===== config.mk =====
export PLATFORM = sky130hd
export DESIGN_NAME = config_fuse_protection
export DESIGN_NICKNAME = d
export VERILOG_FILES = /design/src/verilog/fuse_pkg.sv /design/src/verilog/level_sync.sv /design/src/verilog/config_fuse_protection.sv
export VERILOG_INCLUDE_DIRS = /design/src /design/src/verilog
export SDC_FILE = /design/constraint.sdc
export NUM_CORES = 1
export LEC_CHECK = 0
export ABC_AREA = 1
export ABC_CLOCK_PERIOD_IN_PS = 1580
export BUFFER_PORTS_ARGS = -buffer_cell sky130_fd_sc_hd__buf_2
export CORE_UTILIZATION = 40
export CTS_CLUSTER_DIAMETER = 50
export CTS_CLUSTER_SIZE = 12
export DETAILED_ROUTE_END_ITERATION = 6
export PLACE_DENSITY = 0.85
export SLEW_MARGIN = 20
export SYNTH_ARGS = -nofsm -noshare
export SYNTH_HDL_FRONTEND = slang
export SYNTH_SLANG_ARGS = --single-unit

===== constraint.sdc =====
create_clock -name clk -period 1.58 [get_ports clk]
set_input_delay 0.079 -clock clk [delete_from_list [all_inputs] [get_ports clk]]
set_output_delay 0.079 -clock clk [all_outputs]
set_load 0.01 [all_outputs]

===== src/verilog/fuse_defines.svh =====
// fuse block constants: offsets, fields, reset values
// assumes: APB byte address = 4 * register index
`ifndef FUSE_DEFINES_SVH
`define FUSE_DEFINES_SVH

`define OPT4_IDX      24'h300006
`define PROT5_IDX     24'h300008
`define STATUS_IDX    24'h300010
`define ERASE_IDX     24'h300012
`define OPT4_ADDR     ({6'h00, `OPT4_IDX, 2'b00})
`define PROT5_ADDR    ({6'h00, `PROT5_IDX, 2'b00})
`define STATUS_ADDR   ({6'h00, `STATUS_IDX, 2'b00})
`define ERASE_ADDR    ({6'h00, `ERASE_IDX, 2'b00})

`define STACK_RST_BIT 0
`define LVP_BIT       2
`define DBG_BIT       7
`define OPT4_MASK     8'h85
`define PROT5_MASK    8'h0f
`define OPT4_RESET    8'h85
`define PROT5_RESET   8'h0f
`define ERASE_BIT     0

`define BLOCK_MSB     14
`define BLOCK_LSB     13
`define PROT_LIMIT    21'h008000

`endif


===== src/verilog/fuse_pkg.sv =====
// fuse block types
// assumes: fuse_defines.svh for all numbers
package fuse_pkg;

    typedef struct packed {
        logic        psel;
        logic        penable;
        logic        pwrite;
        logic [31:0] paddr;
        logic [31:0] pwdata;
    } apb_req_s;

    typedef struct packed {
        logic [31:0] prdata;
        logic        pready;
        logic        pslverr;
    } apb_rsp_s;

    typedef struct packed {
        logic [7:0] opt4;
        logic [7:0] prot5;
        apb_rsp_s   rsp;
        logic       stack_rst;
        logic       lvp_grant;
        logic       dbg_en;
        logic       prot_hit;
    } fuse_state_s;

endpackage : fuse_pkg


===== src/verilog/level_sync.sv =====
// two-flop synchroniser for pin levels
// assumes: input is asynchronous to clk
`timescale 1ns/1ps
`default_nettype none
module level_sync #(
    parameter int W = 1
) (
    input  wire logic         clk,
    input  wire logic         rst,
    input  wire logic [W-1:0] async_in,
    output var  logic [W-1:0] sync_out
);
    typedef struct packed {
        logic [W-1:0] first;
        logic [W-1:0] second;
    } sync_state_s;

    sync_state_s state_reg;
    sync_state_s state_next;

    always_comb begin
        state_next.first  = async_in;
        // first stage feeds only the second
        state_next.second = state_reg.first;
    end

    always_ff @(posedge clk) begin
        if (rst) begin
            state_reg <= '0;
        end else begin
            state_reg <= state_next;
        end
    end

    assign sync_out = state_reg.second;
endmodule : level_sync
`default_nettype wire


===== src/verilog/config_fuse_protection.sv =====
// configuration option and code-protect fuse bytes behind APB
// assumes: stack_fault and query_addr come from core logic on clk;
// lvp_entry_pin is an external pin
// limitation: fuses are flops here, so every reset unprograms them
`timescale 1ns/1ps
`default_nettype none
`include "fuse_defines.svh"
module config_fuse_protection #(
    parameter bit SMALL_VARIANT = 1'b0
) (
    input  wire logic              clk,
    input  wire logic              rst,
    input  wire fuse_pkg::apb_req_s apb_req,
    output var  fuse_pkg::apb_rsp_s apb_rsp,
    input  wire logic              stack_fault,
    input  wire logic              lvp_entry_pin,
    input  wire logic [20:0]       query_addr,
    output var  logic              stack_fault_reset,
    output var  logic              low_voltage_programming_enable,
    output var  logic              debugger_enable,
    output var  logic              block_protect_hit
);
    import fuse_pkg::*;

    fuse_state_s state_reg;
    fuse_state_s state_next;
    logic        lvp_req_sync;
    logic        access;
    logic        commit;
    logic        wr_opt4;
    logic        wr_prot5;
    logic        erase_wr;
    logic        mapped;
    logic [1:0]  block_sel;

    ////////////////////////////////////////////////////////////////////
    // pin crossing

    level_sync #(
        .W (1)
    ) u_lvp_sync (
        .clk      (clk),
        .rst      (rst),
        .async_in (lvp_entry_pin),
        .sync_out (lvp_req_sync)
    );

    ////////////////////////////////////////////////////////////////////
    // next state

    always_comb begin
        state_next = state_reg;
        access     = apb_req.psel && apb_req.penable;
        // one wait state so every answer comes from a flop
        commit     = access && state_reg.rsp.pready;
        mapped     = (apb_req.paddr == `OPT4_ADDR)
                  || (apb_req.paddr == `PROT5_ADDR)
                  || (apb_req.paddr == `STATUS_ADDR)
                  || (apb_req.paddr == `ERASE_ADDR);
        wr_opt4    = commit && apb_req.pwrite
                  && (apb_req.paddr == `OPT4_ADDR);
        wr_prot5   = commit && apb_req.pwrite
                  && (apb_req.paddr == `PROT5_ADDR);
        erase_wr   = commit && apb_req.pwrite
                  && (apb_req.paddr == `ERASE_ADDR)
                  && apb_req.pwdata[`ERASE_BIT];
        block_sel  = query_addr[`BLOCK_MSB:`BLOCK_LSB];

        state_next.rsp.pready  = access && !state_reg.rsp.pready;
        state_next.rsp.pslverr = access && !state_reg.rsp.pready
                              && !mapped;
        state_next.rsp.prdata  = '0;
        if (access && !state_reg.rsp.pready && !apb_req.pwrite) begin
            unique case (apb_req.paddr)
                `OPT4_ADDR:   state_next.rsp.prdata =
                                  {24'h000000, state_reg.opt4};
                `PROT5_ADDR:  state_next.rsp.prdata =
                                  {24'h000000, state_reg.prot5};
                `STATUS_ADDR: state_next.rsp.prdata =
                                  {28'h0000000, state_reg.prot_hit,
                                   state_reg.dbg_en,
                                   state_reg.lvp_grant,
                                   state_reg.stack_rst};
                default:      state_next.rsp.prdata = '0;
            endcase
        end

        if (erase_wr) begin
            // full erase returns every fuse to unprogrammed
            state_next.opt4  = `OPT4_RESET;
            state_next.prot5 = `PROT5_RESET;
        end else begin
            if (wr_opt4) begin
                state_next.opt4 = apb_req.pwdata[7:0] & `OPT4_MASK;
            end
            if (wr_prot5) begin
                // programming can only clear a flag
                state_next.prot5 = state_reg.prot5
                                 & apb_req.pwdata[7:0]
                                 & `PROT5_MASK;
                if (SMALL_VARIANT) begin
                    // absent flags held set even if misprogrammed
                    state_next.prot5[3:2] = 2'b11;
                end
            end
        end

        // stack and protect outputs follow their inputs one cycle later, lvp three cycles after the pin; dbg_en changes on the same edge as opt4
        state_next.stack_rst = stack_fault
            && state_reg.opt4[`STACK_RST_BIT];
        state_next.lvp_grant = lvp_req_sync
            && state_reg.opt4[`LVP_BIT];
        state_next.dbg_en    = !state_next.opt4[`DBG_BIT];
        // blocks 0..3 are 8k words each below the limit
        state_next.prot_hit  = (query_addr < `PROT_LIMIT)
            && !state_reg.prot5[block_sel];
    end

    always_ff @(posedge clk) begin
        if (rst) begin
            // answer and core outputs quiet, fuses unprogrammed
            state_reg           <= '0;
            state_reg.opt4      <= `OPT4_RESET;
            state_reg.prot5     <= `PROT5_RESET;
        end else begin
            state_reg <= state_next;
        end
    end

    assign apb_rsp                        = state_reg.rsp;
    assign stack_fault_reset              = state_reg.stack_rst;
    assign low_voltage_programming_enable = state_reg.lvp_grant;
    assign debugger_enable                = state_reg.dbg_en;
    assign block_protect_hit              = state_reg.prot_hit;
endmodule : config_fuse_protection
`default_nettype wire


# Yosys cells after proc, flatten, opt, wreduce, memory -nomap -nowiden
# Index checks and enable logic that the tools add are counted.
# W data, S select, Z words.
[word_totals]
regBits = 47
inputBits = 92
output_inout_bits = 38
[classes]
order_cmp = 2
n_eq_ne = 4
muxes = 6
bitwise = 2
n_reduce_logical = 23
[op_table]
columns = ["operator", "n"]
rows = [
  ["$eq A32 B24 Y1 const B", 4],
  ["$pmux W8 S3", 1],
  ["$lt A21 B16 Y1 const B", 1],
  ["$mux W16", 1],
  ["$logic_and A1 B1 Y1", 13],
  ["$mux W8", 1],
  ["$logic_not A1 Y1", 5],
  ["$and A4 B4 Y4", 1],
  ["$lt A2 B4 Y1 const B", 1],
  ["$mux W4", 1],
  ["$reduce_or A2 Y1", 2],
  ["$logic_or A1 B1 Y1", 3],
  ["$bmux W1 S2", 1],
  ["$mux W1", 1],
  ["$not A1 Y1", 1],
]

# Logic depth before layout (Yosys ltp)
[depth]
depth_word = 7
depth_mapped = 10
depth_no_buf = 9

# Cells and area by module
# A second synthesis with hierarchy kept.
[hier_totals]
cells_unflattened = 218
area_unflattened_um2 = 1385.1
[by_module_without_submodules]
columns = ["module", "instances", "cells_per_inst", "area_each_um2"]
rows = [
  ["config_fuse_protection", 1, 212, 1330.0],
  ["level_sync", 1, 6, 55.1],
]

# Worst setup path before layout
# Ideal clock, no wire load.
[synth_path]
kind = "register to register"
from = "register state_reg (netlist bit apb_rsp[1])"
to = "register state_reg[46] in the netlist's numbering"
setup_time_ns = 0.142
arrival_time_ns = 0.854
path_slack_ns = 0.583
stages_incl_launch_ff = 5
path_buffers = 0
period_less_slack_ns = 0.997
cell_sequence = "dfxtp_1 > nand4_1 > nor2_1 > a21oi_1 > nand3_1"
[synth_via]
elab_chain_len = 5
elab_cells_between_ends = 6
cone_classes = "reduce/logical (6)"
[synth_lines]
columns = ["item", "line_no", "text"]
rows = [
  ["start, declared", "config_fuse_protection.sv:25", "fuse_state_s state_reg;"],
  ["start signal, assigned", "config_fuse_protection.sv:126", "state_reg <= state_next;"],
  ["$logic_and A1 B1 Y1 (*)", "config_fuse_protection.sv:55", "commit = access && state_reg.rsp.pready;"],
  ["$logic_and A1 B1 Y1 (*)", "config_fuse_protection.sv:60, config_fuse_protection.sv:64", ""],
  ["$logic_and A1 B1 Y1 (2 in series)", "config_fuse_protection.sv:64", "erase_wr = commit && apb_req.pwrite"],
  ["$reduce_or A2 Y1 (no source line)", "--", ""],
]
# Every way passes the cells marked *; elsewhere a longest branch is shown, timed or not.
# A chain may end at the register's enable or synchronous reset.

# Final worst setup path
[layout_path]
from = "register state_reg (netlist bit apb_rsp[1])"
to = "register state_reg[53] in the netlist's numbering"
[layout_via]
elab_chain_len = 5
elab_cells_between_ends = 7
cone_classes = "mux (2); reduce/logical (5)"
[layout_lines]
columns = ["item", "line_no", "text"]
rows = [
  ["$logic_and A1 B1 Y1 (*)", "config_fuse_protection.sv:55", ""],
  ["$logic_and A1 B1 Y1 (*)", "config_fuse_protection.sv:60, config_fuse_protection.sv:64", ""],
  ["$logic_and A1 B1 Y1 (on tied branches)", "config_fuse_protection.sv:60, config_fuse_protection.sv:64", ""],
  ["$mux W8 or $logic_and A1 B1 Y1 (tied branches)", "config_fuse_protection.sv:93, config_fuse_protection.sv:64", ""],
  ["$mux W16 (*)", "config_fuse_protection.sv:88", "if (erase_wr) begin"],
]
# Marked as above.

==> reports/qor.csv <==
metric;value;unit
max-cap viol count;0;
Max H-tree Level;1;
initial antenna violation count;0;
VDD IR max;0.473;mV
worst skew pair latency;0.29;ns
synthesized area per cell;6.28;um2
Diodes inserted;0;
RSZ-0062 raised after global routing;no;
fill cell count;348;
total wire length;2630;um
run status;complete, no violations;
Setup-failing EPs final;0;
total gr overflow;0;
Slew HR;65.6;%
Most Used Layer, Global Route;met2;
Area growth syn-to-layout;18.4;%
register area;400;um2
number of top-level pins;130;
chip width;61.8;um
endpoint arrival time on the critical path;1.35;ns
total track usage;14.4;%
first-iteration detailed-routing DRC count;31;
Synthesis Warnings;0;
clock sink count;20;
fin area;0.00170;mm2
hold crit path type;input port to flop;
crit-path max FO;7;
top-area cell type share of the netlist area;28.0;%
vias;1357;
Final ANT Viol Nets;0;
PD cells;576;mW/mm2
clock transition at the registers of the reported paths;0.11;ns
Area contributors post-synth;dfxtp_1 28%, buf_4 18%, nand2_1 13%;
Starting Density;42.2;%
synthesized area;0.00143;mm2
layout cells sized above 1;26.7;%
DRC violations left;0;
Critical Path Start Type;flop;
HPWL Detailed;2310;um
peak per-stage delay on the critical path;0.44;ns
GPL Wtd Cong;0.776;
CTS max path bufs;2;
most common cell after layout, fill and taps aside;buf_2;
largest net degree at the start of global routing;15;
die area;0.00382;mm2
Final #Nets;381;
Critical Path RT;1.75;ns
row count;21;
leak pwr;0.969;nW
critical path cell sequence;nand4_1 -> nor2_1 -> a21oi_1 -> nand3_1;
grt met2 use;27.8;%
FF+latch count, synth;20;
post-DR vias/cell;4.06;
Routed WL per cell;7.88;um
M1 GR Usage;15.6;%
first-pass GRT wire length;4130;um
CTS buffer count;3;
DP Area;0.00162;mm2
post-synth top area cell;dfxtp_1;
max-slew violations;0;
Unique masters post-synth;21;
min cycle time layout;1.19;ns
Setup TNS;0;ns
CTS tree;done;
Setup Skew;0.00270;ns
register area share after synthesis;28.0;%
vias in the first global route;1107;
final hold vios;0;
Root Buffer;clkbuf_4;
Core ar.;0.00339;mm2
Worst-Margin Slew;0.517;ns
Setup Crit Path Kind;flop to flop;
most frequent cells in the layout;62 x buf_2, 48 x nand2_1, 40 x nor2_1;
synthesized netlist cell count;228;
final worst-path cycle share;75.0;%
Slowest-stage cell, CP;a21oi_1;
critical path endpoint category;flop;
Die Ht;61.8;um
footprint of the multi-input gates;704;um2
setup bufs post-CTS;0;
PortBufs;62;
drt pass-1 iters;4;
Fmax;844;MHz
met3 usage;4.14;%
==> synth_stat cells <==
| library cell | n |
|---|---|
| a21oi_1 | 2 |
| buf_4 | 34 |
| buf_6 | 2 |
| conb_1 | 1 |
| dfxtp_1 | 20 |
| inv_1 | 38 |
| inv_2 | 1 |
| nand2_1 | 48 |
| nand2_2 | 3 |
| nand3_1 | 19 |
| nand3_2 | 1 |
| nand3_4 | 1 |
| nand4_1 | 2 |
| nor2_1 | 40 |
| nor2_2 | 2 |
| nor2_4 | 3 |
| nor3_1 | 3 |
| nor4_1 | 1 |
| o2111a_1 | 1 |
| o21ai_0 | 4 |
| o21ai_1 | 2 |
==> final cells by class <==
cell class	instances	area share [%]
well taps	46	3.39
multi-input cells	159	41.5
inverters	39	8.63
repair buffers	66	20.7
clock buffers	4	2.14
flip-flops and latches	20	23.6
==> metal layers <==
metal / part of all wire, % / up-vias
li1: - / 745
met1: 43 / 568
met2: 51 / 42
met3: 6.1 / 2
met4: 0.38 / 0
met5: 0 / -
==> worst max-delay path, delay by kind of cell (launching register included) <==
kind	cells	cell delay, ns
and+or+nand+nor	3	0.27
DFF	1	0.34
AOI/OAI and AO/OA	1	0.44
==> final timing paths <==
| kind | start | to | slack, ns | depth (start not counted) |
|---|---|---|---|---|
| setup / recovery | apb_rsp[1]$_SDFF_PP0_ | state_reg[53]$_SDFF_PP1_ | 0.39 | 4 |
| hold / removal | apb_req[65] | apb_rsp[1]$_SDFF_PP0_ | 0.01 | 3 |
| setup reg to reg | apb_rsp[1]$_SDFF_PP0_ | state_reg[53]$_SDFF_PP1_ | 0.39 | 4 |
| hold reg to reg | u_lvp_sync.state_next[0]$_SDFF_PP0_ | u_lvp_sync.sync_out$_SDFF_PP0_ | 0.41 | 2 |
==> cells by family (layout without fill, tap and decap cells) <==
family          count (synthesis)  in the layout  share of synthesized area (%)
simple gates                  123            123                           38.5
buf+inv                        75            109                           29.6
compound gates                  9              9                           3.58
flops                          20             20                           28.0
other cells                     1             27                          0.262
==> power breakdown <==
part	total (mW)	internal [mW]	switching, mW
combinational	0.173	0.0752	0.0979
clock	0.291	0.140	0.151
sequential	0.513	0.510	0.00246
==> per-stage QoR <==
step                      setup slack (ns)  hold WS (ns)  cells  utilization, %  total power, mW
after floorplan                      0.583         0.186    254               -            0.663
after CTS                            0.375       0.00483    334            50.0            0.988
final                                0.395        0.0143    334            50.0            0.977
after global routing                 0.251       0.00978    334            50.0             1.04
after global placement               0.268         0.277    326            47.8            0.686
after detailed placement             0.257         0.292    326            47.8            0.691
==> timing repair <==
action / 4_1_cts / 5_1_grt
endpoints found under the setup margin: 0 / 0
gates resized for setup: 0 / 0
endpoints found under the hold margin: 4 / 0
hold buffers: 4 / 0
Note: power is estimated with default switching activity, not from simulation.
